--- config.mk ---
export PLATFORM = sky130hd
export DESIGN_NAME = tcp_cfi_port
export DESIGN_NICKNAME = d
export VERILOG_FILES = /design/src/include/tcp_pkg.sv /design/src/logic/tcp_cfi_port.sv /design/src/logic/tcp_sync.sv
export SDC_FILE = /design/constraint.sdc
export NUM_CORES = 1
export LEC_CHECK = 0
export BUFFER_PORTS_ARGS = -buffer_cell sky130_fd_sc_hd__buf_2
export CORE_AREA = 2 2 168 170
export DETAILED_ROUTE_END_ITERATION = 10
export DIE_AREA = 0 0 170 172
export GPL_ROUTABILITY_DRIVEN = 1
export PLACE_DENSITY_LB_ADDON = 0.2
export SETUP_SLACK_MARGIN = 0.4
export SYNTH_ARGS = -nofsm -noshare
export SYNTH_HDL_FRONTEND = slang
export SYNTH_SLANG_ARGS = --single-unit
export TNS_END_PERCENT = 20
--- constraint.sdc ---
create_clock -name mclk -period 3.89 [get_ports mclk]
set_input_delay 0.778 -clock mclk [delete_from_list [all_inputs] [get_ports mclk]]
set_output_delay 0.778 -clock mclk [all_outputs]
set_load 0.01 [all_outputs]
--- src/include/tcp_pkg.sv ---
// constants for the tdm configurable-port register bank
package tcp_pkg;
	localparam int AXI_ADDR_W = 8;
	localparam int AXI_DATA_W = 32;
	localparam int POS_W = 11;
	localparam int SLOT_LOG2 = 3;
	localparam int NUM_LINES = 8;
	localparam int LOW_LINES = 4;

	localparam logic [7:0] OFS_MODE_ONE = 8'h2c;
	localparam logic [7:0] OFS_BIT_COUNT_LOW = 8'h30;
	localparam logic [7:0] OFS_BIT_SHIFT = 8'h34;
	localparam logic [7:0] OFS_MODE_TWO = 8'h38;
	localparam logic [7:0] OFS_SUBCHAN = 8'h3c;
	localparam logic [7:0] OFS_TS_ADJUST = 8'h40;
	localparam logic [7:0] OFS_STATUS = 8'h44;

	localparam logic [7:0] RST_MODE_ONE = 8'h00;
	localparam logic [7:0] RST_BIT_COUNT_LOW = 8'hff;
	localparam logic [7:0] RST_BIT_SHIFT = 8'h00;
	localparam logic [7:0] RST_MODE_TWO = 8'h00;
	localparam logic [7:0] RST_SUBCHAN = 8'h00;
	localparam logic [7:0] RST_TS_ADJUST = 8'h02;

	localparam logic [7:0] MASK_BIT_SHIFT = 8'h3f;
	localparam logic [7:0] MASK_TS_ADJUST = 8'h7f;

	// mode one fields
	localparam int CSS_BIT = 7;
	localparam int CMD_LSB = 2;
	localparam logic [1:0] CFI_MODE3 = 2'h3;
	// mode two fields
	localparam int COC_BIT = 4;
	localparam int CXF_BIT = 3;
	localparam int CRR_BIT = 2;
	localparam int CBNH_LSB = 0;
	// bit shift fields
	localparam int CDS_LSB = 3;
	localparam int CUS_LSB = 0;

	localparam logic signed [11:0] SLOT_BIAS = 12'sh002;
	localparam logic signed [11:0] ONE_S12 = 12'sh001;
	localparam logic [2:0] SLOT_LAST_BIT = 3'h7;

	localparam logic [7:0] SLOT_MASK_FULL = 8'hff;
	localparam logic [7:0] SLOT_MASK_HIGH = 8'hf0;
	localparam logic [7:0] SLOT_MASK_LOW = 8'h0f;

	localparam logic [1:0] RESP_OKAY = 2'h0;
	localparam logic [1:0] RESP_SLVERR = 2'h2;

	localparam logic [2:0] SHIFT_R2 = 3'h0;
	localparam logic [2:0] SHIFT_R1 = 3'h1;
	localparam logic signed [3:0] LEFT_OF_R2 = -4'sh2;
	localparam logic signed [3:0] LEFT_OF_R1 = -4'sh1;
	localparam logic signed [3:0] LEFT_BASE = 4'sh8;

	// code to left shift in bits; right shifts come out negative
	function automatic logic signed [3:0] tcp_left_bits(input logic [2:0] code);
		logic signed [3:0] r;
		r = LEFT_BASE - $signed({1'b0, code});
		if (code == SHIFT_R2) begin
			r = LEFT_OF_R2;
		end else if (code == SHIFT_R1) begin
			r = LEFT_OF_R1;
		end
		return r;
	endfunction : tcp_left_bits
endpackage : tcp_pkg

--- src/logic/tcp_cfi_port.sv ---
// configurable tdm port: axi4-lite register bank plus frame and slot timing
//
// Summary of operation
// - frame reference is pcm frame sync when clock source select is 0, else frame sync clock
// - bit-shift codes: 000 two right, 001 one right, 010..111 six..one left
// - both frames shift left by timeslot adjust minus two slots
// - each subchannel field steers one port; in mode 3 also port four higher
// - at 64 kbit/s all eight slot bits are used whatever the field holds
// - at 32 kbit/s field 00/10 uses bits 7..4, 01/11 uses bits 3..0
// - output data changes on rising data clock edge, or falling when bit set
`timescale 1ns/1ps
module tcp_cfi_port
	import tcp_pkg::*;
#(
	parameter int NPORTS = NUM_LINES
) (
	input wire logic mclk,
	input wire logic sys_rst,
	input wire logic [AXI_ADDR_W-1:0] s_axi_awaddr,
	input wire logic [2:0] s_axi_awprot,
	input wire logic s_axi_awvalid,
	output logic s_axi_awready,
	input wire logic [AXI_DATA_W-1:0] s_axi_wdata,
	input wire logic [AXI_DATA_W/8-1:0] s_axi_wstrb,
	input wire logic s_axi_wvalid,
	output logic s_axi_wready,
	output logic [1:0] s_axi_bresp,
	output logic s_axi_bvalid,
	input wire logic s_axi_bready,
	input wire logic [AXI_ADDR_W-1:0] s_axi_araddr,
	input wire logic [2:0] s_axi_arprot,
	input wire logic s_axi_arvalid,
	output logic s_axi_arready,
	output logic [AXI_DATA_W-1:0] s_axi_rdata,
	output logic [1:0] s_axi_rresp,
	output logic s_axi_rvalid,
	input wire logic s_axi_rready,
	input wire logic dataClock,
	input wire logic pcmFrameSync,
	input wire logic frameSyncClock,
	input wire logic [NPORTS-1:0] dataUpstream,
	input wire logic [NPORTS-1:0] rate32k,
	input wire logic [NPORTS-1:0][7:0] txSlotData,
	output logic dataClockOut,
	output logic [NPORTS-1:0] dataDownstream,
	output logic [NPORTS-1:0] dataDownstreamOe,
	output logic [NPORTS-1:0][7:0] rxSlotData,
	output logic [NPORTS-1:0] rxSlotValid,
	output logic [POS_W-1:0] txBitPos,
	output logic [POS_W-1:0] rxBitPos
);
	logic [7:0] modeOneReg;
	logic [7:0] bitLowReg;
	logic [7:0] bitShiftReg;
	logic [7:0] modeTwoReg;
	logic [7:0] subchanReg;
	logic [7:0] tsAdjReg;
	logic [AXI_ADDR_W-1:0] awAddrReg;
	logic [7:0] wDataReg;
	logic wLane0Reg;
	logic awHeldReg;
	logic wHeldReg;

	// pin synchronisers
	logic [NPORTS+2:0] pinSync;
	tcp_sync #(.W(NPORTS + 3)) pinSyncInst (
		.mclk(mclk),
		.sys_rst(sys_rst),
		.asyncIn({frameSyncClock, pcmFrameSync, dataClock, dataUpstream}),
		.syncOut(pinSync)
	);
	wire logic [NPORTS-1:0] upSync = pinSync[NPORTS-1:0];
	wire logic dclSync = pinSync[NPORTS];
	wire logic pfsSync = pinSync[NPORTS+1];
	wire logic fscSync = pinSync[NPORTS+2];

	// register fields
	wire logic clockSourceSel = modeOneReg[CSS_BIT];
	wire logic [1:0] cfiModeField = modeOneReg[CMD_LSB+:2];
	wire logic clockOutCtl = modeTwoReg[COC_BIT];
	wire logic txFalling = modeTwoReg[CXF_BIT];
	wire logic rxRising = modeTwoReg[CRR_BIT];
	wire logic [POS_W-1:0] bitNumber = {1'b0, modeTwoReg[CBNH_LSB+:2], bitLowReg};
	wire logic [2:0] downShift = bitShiftReg[CDS_LSB+:3];
	wire logic [2:0] upShift = bitShiftReg[CUS_LSB+:3];
	wire logic [6:0] tsAdjust = tsAdjReg[6:0];

	// axi write decode
	wire logic doWrite = awHeldReg && wHeldReg && !s_axi_bvalid;
	wire logic wrLane = doWrite && wLane0Reg;
	wire logic wHitOne = awAddrReg == OFS_MODE_ONE;
	wire logic wHitLow = awAddrReg == OFS_BIT_COUNT_LOW;
	wire logic wHitShift = awAddrReg == OFS_BIT_SHIFT;
	wire logic wHitTwo = awAddrReg == OFS_MODE_TWO;
	wire logic wHitSub = awAddrReg == OFS_SUBCHAN;
	wire logic wHitTs = awAddrReg == OFS_TS_ADJUST;
	wire logic wHitStat = awAddrReg == OFS_STATUS;
	wire logic wMapped = wHitOne | wHitLow | wHitShift | wHitTwo | wHitSub | wHitTs | wHitStat;

	// axi read decode
	wire logic arTake = s_axi_arvalid && s_axi_arready;
	wire logic rHitOne = s_axi_araddr == OFS_MODE_ONE;
	wire logic rHitLow = s_axi_araddr == OFS_BIT_COUNT_LOW;
	wire logic rHitShift = s_axi_araddr == OFS_BIT_SHIFT;
	wire logic rHitTwo = s_axi_araddr == OFS_MODE_TWO;
	wire logic rHitSub = s_axi_araddr == OFS_SUBCHAN;
	wire logic rHitTs = s_axi_araddr == OFS_TS_ADJUST;
	wire logic rHitStat = s_axi_araddr == OFS_STATUS;
	wire logic rMapped = rHitOne | rHitLow | rHitShift | rHitTwo | rHitSub | rHitTs | rHitStat;
	wire logic [AXI_DATA_W-1:0] statusWord = {5'h00, rxBitPos, 5'h00, txBitPos};
	wire logic [7:0] rdByte = rHitOne ? modeOneReg :
		rHitLow ? bitLowReg :
		rHitShift ? bitShiftReg :
		rHitTwo ? modeTwoReg :
		rHitSub ? subchanReg :
		rHitTs ? tsAdjReg : 8'h00;
	wire logic [AXI_DATA_W-1:0] rdWord = rHitStat ? statusWord : {24'h000000, rdByte};

	always_ff @(posedge mclk) begin
		if (sys_rst) begin
			s_axi_awready <= 1'b1;
			s_axi_wready <= 1'b1;
			s_axi_bvalid <= 1'b0;
			s_axi_bresp <= RESP_OKAY;
			awHeldReg <= 1'b0;
			wHeldReg <= 1'b0;
			awAddrReg <= '0;
			wDataReg <= 8'h00;
			wLane0Reg <= 1'b0;
		end else begin
			if (s_axi_awvalid && s_axi_awready) begin
				awAddrReg <= s_axi_awaddr;
				awHeldReg <= 1'b1;
				s_axi_awready <= 1'b0;
			end
			if (s_axi_wvalid && s_axi_wready) begin
				wDataReg <= s_axi_wdata[7:0];
				wLane0Reg <= s_axi_wstrb[0];
				wHeldReg <= 1'b1;
				s_axi_wready <= 1'b0;
			end
			if (doWrite) begin
				s_axi_bvalid <= 1'b1;
				s_axi_bresp <= wMapped ? RESP_OKAY : RESP_SLVERR;
				awHeldReg <= 1'b0;
				wHeldReg <= 1'b0;
			end
			if (s_axi_bvalid && s_axi_bready) begin
				s_axi_bvalid <= 1'b0;
				s_axi_awready <= 1'b1;
				s_axi_wready <= 1'b1;
			end
		end
	end

	always_ff @(posedge mclk) begin
		if (sys_rst) begin
			s_axi_arready <= 1'b1;
			s_axi_rvalid <= 1'b0;
			s_axi_rdata <= '0;
			s_axi_rresp <= RESP_OKAY;
		end else if (arTake) begin
			s_axi_arready <= 1'b0;
			s_axi_rvalid <= 1'b1;
			s_axi_rdata <= rdWord;
			s_axi_rresp <= rMapped ? RESP_OKAY : RESP_SLVERR;
		end else if (s_axi_rvalid && s_axi_rready) begin
			s_axi_rvalid <= 1'b0;
			s_axi_arready <= 1'b1;
		end
	end

	// only byte lane 0 carries the 8-bit registers; status writes are dropped
	always_ff @(posedge mclk) begin
		if (sys_rst) begin
			modeOneReg <= RST_MODE_ONE;
			bitLowReg <= RST_BIT_COUNT_LOW;
			bitShiftReg <= RST_BIT_SHIFT;
			modeTwoReg <= RST_MODE_TWO;
			subchanReg <= RST_SUBCHAN;
			tsAdjReg <= RST_TS_ADJUST;
		end else if (wrLane) begin
			if (wHitOne) modeOneReg <= wDataReg;
			if (wHitLow) bitLowReg <= wDataReg;
			if (wHitShift) bitShiftReg <= wDataReg & MASK_BIT_SHIFT;
			if (wHitTwo) modeTwoReg <= wDataReg;
			if (wHitSub) subchanReg <= wDataReg;
			if (wHitTs) tsAdjReg <= wDataReg & MASK_TS_ADJUST;
		end
	end

	// frame reference and data clock edges
	logic dclPrevReg;
	logic refPrevReg;
	logic phaseReg;
	wire logic refLevel = clockSourceSel ? fscSync : pfsSync;
	wire logic refEdge = refLevel && !refPrevReg;
	wire logic dclRise = dclSync && !dclPrevReg;
	// the bit clock is the incoming clock halved; phase marks its high half
	wire logic bitRise = dclRise && !phaseReg;
	wire logic bitFall = dclRise && phaseReg;
	wire logic txTick = txFalling ? bitFall : bitRise;
	wire logic rxTick = rxRising ? bitRise : bitFall;

	// frame start offsets; a start past the frame end is not caught
	wire logic signed [11:0] slotOff = $signed({5'h00, tsAdjust}) - SLOT_BIAS;
	wire logic signed [11:0] downOff = (slotOff <<< SLOT_LOG2) + 12'(tcp_left_bits(downShift));
	wire logic signed [11:0] upOff = (slotOff <<< SLOT_LOG2) + 12'(tcp_left_bits(upShift));
	wire logic signed [11:0] frameLen = $signed({1'b0, bitNumber}) + ONE_S12;
	wire logic [POS_W-1:0] downStart = POS_W'(downOff < 0 ? frameLen + downOff : downOff);
	wire logic [POS_W-1:0] upStart = POS_W'(upOff < 0 ? frameLen + upOff : upOff);
	wire logic [POS_W-1:0] txNext = (txBitPos == bitNumber) ? '0 : txBitPos + 1'b1;
	wire logic [POS_W-1:0] rxNext = (rxBitPos == bitNumber) ? '0 : rxBitPos + 1'b1;
	wire logic [2:0] txBitIdx = ~txBitPos[2:0];
	wire logic rxSlotEnd = rxBitPos[2:0] == SLOT_LAST_BIT;

	always_ff @(posedge mclk) begin
		if (sys_rst) begin
			dclPrevReg <= 1'b0;
			refPrevReg <= 1'b0;
			phaseReg <= 1'b0;
			dataClockOut <= 1'b0;
			txBitPos <= '0;
			rxBitPos <= '0;
		end else begin
			dclPrevReg <= dclSync;
			refPrevReg <= refLevel;
			dataClockOut <= clockOutCtl ? dclSync : phaseReg;
			if (refEdge) begin
				phaseReg <= 1'b0;
				txBitPos <= downStart;
				rxBitPos <= upStart;
			end else begin
				if (dclRise) phaseReg <= !phaseReg;
				if (txTick) txBitPos <= txNext;
				if (rxTick) rxBitPos <= rxNext;
			end
		end
	end

	// per-port slot data path
	genvar p;
	generate
		for (p = 0; p < NPORTS; p++) begin : gPort
			logic [6:0] rxShiftReg;
			wire logic [1:0] subField = subchanReg[2*(p%LOW_LINES)+:2];
			wire logic portOn = (p < LOW_LINES) || (cfiModeField == CFI_MODE3);
			wire logic [7:0] halfMask = subField[0] ? SLOT_MASK_LOW : SLOT_MASK_HIGH;
			wire logic [7:0] slotMask = rate32k[p] ? halfMask : SLOT_MASK_FULL;
			wire logic [7:0] rxByte = {rxShiftReg, upSync[p]};

			always_ff @(posedge mclk) begin
				if (sys_rst) begin
					rxShiftReg <= 7'h00;
					dataDownstream[p] <= 1'b0;
					dataDownstreamOe[p] <= 1'b0;
					rxSlotData[p] <= 8'h00;
					rxSlotValid[p] <= 1'b0;
				end else begin
					rxSlotValid[p] <= 1'b0;
					if (txTick) begin
						dataDownstream[p] <= txSlotData[p][txBitIdx];
						dataDownstreamOe[p] <= portOn && slotMask[txBitIdx];
					end
					if (rxTick) begin
						rxShiftReg <= rxByte[6:0];
						if (rxSlotEnd) begin
							rxSlotData[p] <= rxByte & slotMask;
							rxSlotValid[p] <= portOn;
						end
					end
				end
			end
		end
	endgenerate
endmodule : tcp_cfi_port

--- src/logic/tcp_sync.sv ---
// two-flop synchroniser for pins arriving from outside mclk
`timescale 1ns/1ps
module tcp_sync #(
	parameter int W = 1
) (
	input wire logic mclk,
	input wire logic sys_rst,
	input wire logic [W-1:0] asyncIn,
	output logic [W-1:0] syncOut
);
	logic [W-1:0] meta_reg;

	always_ff @(posedge mclk) begin
		if (sys_rst) begin
			meta_reg <= '0;
			syncOut <= '0;
		end else begin
			meta_reg <= asyncIn;
			syncOut <= meta_reg;
		end
	end
endmodule : tcp_sync

==> flow_summary.ini <==
[run_status]
status = completed

[floorplanning]
fp.dieW_um = 170
start_util_pct = 49.19
std_cell_rows = 61
core-area_um2 = 27480
die_y_um = 172
io_pins = 300
dieArea_um2 = 29240

[synth]
ys_seq_area_share_pct = 41.33
syn_inst = 1612
yosys_most_used_dff = dfxtp_1
synth-edff-count = 0
netlist-cell-type-count = 70
ys_ff_latch = 279
syn_avg_cell_area_um2 = 8.384
ys_warn_count = 0
synth-async-reset-ratio_pct = 0
syn-cell-area_um2 = 13520

[place]
pre_cts_slack_ns = 0.1104
place_congestion = 0.9318
hpwl_um = 27900
io_buffer_count = 254

[layout]
largest_registers = rxSlotData x64, gPort.rxShiftReg x56, s_axi_rdata x22
final_layout_size_suffix_gt1_share_pct = 22.62
final_nets = 2026
fillers = 2488
top_register = rxSlotData
largest_register_ffs = 64
areaGrowthSynthToFinish_pct = 20.63
antenna_cells = 0

[power_and_ir_drop]
vdd_ir_drop_max_mv = 0.3286
p_clk_share_pct = 47.0
swShare_pct = 23.29
seq_power_share_pct = 46.4
internal_power_mw = 4.909
switching_power_mw = 1.490
power_density_nw_per_um2 = 392.5
power_frac_comb_pct = 6.5
p_leak_nw = 6.570

[worst_setup_path]
cpMaxStageDelayCell = or3_1
worstPathRequired_ns = 4.32
cp_cell_sequence = or3_1 -> nor3_1 -> xor2_1 -> ha_1 -> nor3b_1 -> nand2b_1 -> o21ai_4 -> buf_4 -> mux2i_1 -> o32ai_1 -> a22oi_1 -> nor2_1
critPathMaxFanout = 11
reg2reg_to = txBitPos[3]$_SDFFE_PP0P_
path_depth = 12
r2r_slack_ns = 0.60
path_buf_inv = 1
path_class = reg2reg
endpoint_kind = register
endpoint = txBitPos[3]$_SDFFE_PP0P_
r2r-start = tsAdjReg[3]$_SDFFE_PP0P_
crit_start = tsAdjReg[3]$_SDFFE_PP0P_
reg2reg_depth = 12
critPathMaxStageDelay_ns = 0.41
crit_family = simple AND/OR/NAND/NOR gates
arrival_ns = 3.72
cp-start-kind = register

[sta]
hold_violations = 0
finalSetupTns_ns = 0
finalCriticalPeriod_ns = 3.290
finClkSkew_ns = 0.009007
slew_violations = 0
setup_viol = 0
slew-limit-headroom_pct = 22.38
worst_slew_pin_slew_ns = 1.162
fin_crit_sh_pct = 84.58
rsz0062_at_grt = yes
fin_ws_ns = 0.5997
clock.fmax_mhz = 303.9

[routing]
wl_met2_um = 17710
wl_met3_um = 2796
via_per_inst = 5.599
top_layer = met4
drt_wl_total_um = 38880
dr.pass1.iters = 6
drt_iter0_markers = 1233
drc = 0
vias = 12310
wl_met1_um = 17300
routedWlPerCell_um = 17.69
detail-route-antenna-nets = 0

[clocking]
clk_path_buf_depth = 3
hold_buffers = 0
clk_latency_ns = 0.56
cts.sinks = 279
cts_tree = built
clkSlewWorstSetupHoldPaths_ns = 0.06
cts_buffers = 29
h-tree-depth = 1
clockRootBuffer = clkbuf_16

[global_routing]
track_usage_pct = 25.69
grt-ovfl-total = 0
grt_pass1_wl_um = 60080
grt_max_degree = 117
antenna_found_initial = 0
grt_pass1_vias = 11280

[hold_path]
hold_path.class = in2reg

[job]
drv_cap = 0
synth_stat cells, types with 13 or more instances:
| cell type | number | share of area, % |
|---|---|---|
| a22oi_1 | 17 | 0.94 |
| nand3_1 | 91 | 3.4 |
| nor2b_1 | 31 | 1.4 |
| o21ai_0 | 40 | 1.5 |
| buf_4 | 21 | 1.2 |
| dfxtp_1 | 279 | 41 |
| a21oi_1 | 197 | 7.3 |
| nand2_1 | 290 | 8.1 |
| clkbuf_1 | 76 | 2.1 |
| mux4_2 | 16 | 2.7 |
| xnor2_1 | 31 | 2.0 |
| buf_1 | 13 | 0.36 |
| ha_1 | 45 | 4.2 |
| nor2_1 | 110 | 3.1 |
| xor2_1 | 37 | 2.4 |
| mux2i_1 | 62 | 4.6 |
| and3_1 | 16 | 0.74 |
| nor3_1 | 24 | 0.89 |
| inv_1 | 27 | 0.75 |
| nand2b_1 | 19 | 0.88 |
| a211oi_1 | 22 | 1.2 |
power by group through the flow:
| stage | registers [mW] | logic, mW | clock network, mW |
|---|---|---|---|
| detailed placement | 3.04 | 0.414 | 0 |
| CTS | 2.97 | 0.416 | 3.05 |
| global route | 2.98 | 0.459 | 3.17 |
| finish | 2.97 | 0.418 | 3.01 |
| floorplan | 3.02 | 0.253 | 0 |
| global placement | 3.03 | 0.408 | 0 |
layer usage:
layer | up-vias | GRT usage, %
met5 | - | 0
met4 | 0 | 6.986
met3 | 69 | 4.509
met2 | 466 | 43.02
met1 | 5743 | 34.32
li1 | 6029 | -
kinds of logic after synthesis:
logic type	after synthesis	synth area share, %
flip-flops	279	41.33
XOR/XNOR	69	4.527
AND/OR/NAND/NOR	633	21.22
multiplexers	84	7.758
buffers and inverters	144	4.647
other	1	0.02775
AO/OA/AOI/OAI	353	15.74
adder cells (fa/ha/maj)	49	4.758
repair_timing:
action | in CTS | in global routing
pin swaps | 2 | 13
setup endpoints to repair | 4 | 10
resized for setup | 8 | 31
setup buffers | 0 | 5
endpoints found under the hold margin | 0 | 0
area by class of cell:
type	instances	area, µm²	share of cell area (%)
Multi-Input combinational cell	1200	7541	46.25
Sequential cell	279	5603	34.37
Tap cell	346	432.9	2.655
Clock inverter	14	222.7	1.366
Inverter	27	101.3	0.6216
Clock buffer	40	827.0	5.073
Timing Repair Buffer	292	1575	9.662
worst reg2reg max path, cell delays in order (launching register included):
cell and delay [ns]:
dfxtp_2 0.38, or3_1 0.41, nor3_1 0.21, xor2_1 0.15, ha_1 0.22, nor3b_1 0.30
nand2b_1 0.14, o21ai_4 0.36, buf_4 0.22, mux2i_1 0.36, o32ai_1 0.16, a22oi_1 0.20
nor2_1 0.06
worst min path at each step:
stage | start | end | slack (ns) | depth (start not counted)
after global routing | s_axi_wvalid | s_axi_wready$_SDFFE_PP1P_ | 0.43 | 2
final | s_axi_wvalid | s_axi_wready$_SDFFE_PP1P_ | 0.43 | 2
after global placement | pinSyncInst.meta_reg[10]$_SDFF_PP0_ | pinSyncInst.syncOut[10]$_SDFF_PP0_ | 0.42 | 1
after detailed placement | pinSyncInst.meta_reg[9]$_SDFF_PP0_ | pinSyncInst.syncOut[9]$_SDFF_PP0_ | 0.42 | 1
after CTS | dataUpstream[6] | pinSyncInst.meta_reg[6]$_SDFF_PP0_ | 0.42 | 2
after floorplan | pinSyncInst.meta_reg[0]$_SDFF_PP0_ | pinSyncInst.syncOut[0]$_SDFF_PP0_ | 0.41 | 1
per-stage QoR:
step	util, %	cell area, µm²	std cells	power [mW]	hold WS, ns
6_report	59.34	16300	2198	6.399	0.4309
5_1_grt	59.34	16300	2198	6.600	0.4307
4_1_cts	58.62	16110	2193	6.436	0.4192
3_5_place_dp	54.67	15020	2139	3.449	0.4204
3_3_place_gp	54.67	15020	2139	3.442	0.4235
2_1_floorplan	-	13560	1623	3.277	0.4138
cell usage in the layout, fill, tap and decap left out, types with 6 or more instances in the layout:
cell | Yosys | final
buf_2 | 7 | 253
o22ai_1 | 6 | 6
conb_1 | 1 | 12
a211oi_1 | 22 | 21
and3_1 | 16 | 15
nand3_1 | 91 | 91
nor2b_1 | 31 | 31
clkbuf_8 | 0 | 6
clkbuf_16 | 0 | 29
mux2_2 | 6 | 6
o21ai_0 | 40 | 40
dfxtp_1 | 279 | 273
a21o_1 | 6 | 6
a22o_1 | 12 | 12
nor3b_1 | 6 | 6
nor3_1 | 24 | 23
nand2_1 | 290 | 288
a21oi_1 | 197 | 193
nand2b_1 | 19 | 18
inv_1 | 27 | 26
ha_1 | 45 | 39
nor2_1 | 110 | 108
a221oi_1 | 7 | 7
a22oi_1 | 17 | 17
xor2_1 | 37 | 36
mux4_2 | 16 | 16
xnor2_1 | 31 | 27
buf_4 | 21 | 37
mux2i_1 | 62 | 62
nor4_1 | 11 | 10
No activity file was read; power rests on OpenSTA's default activity.
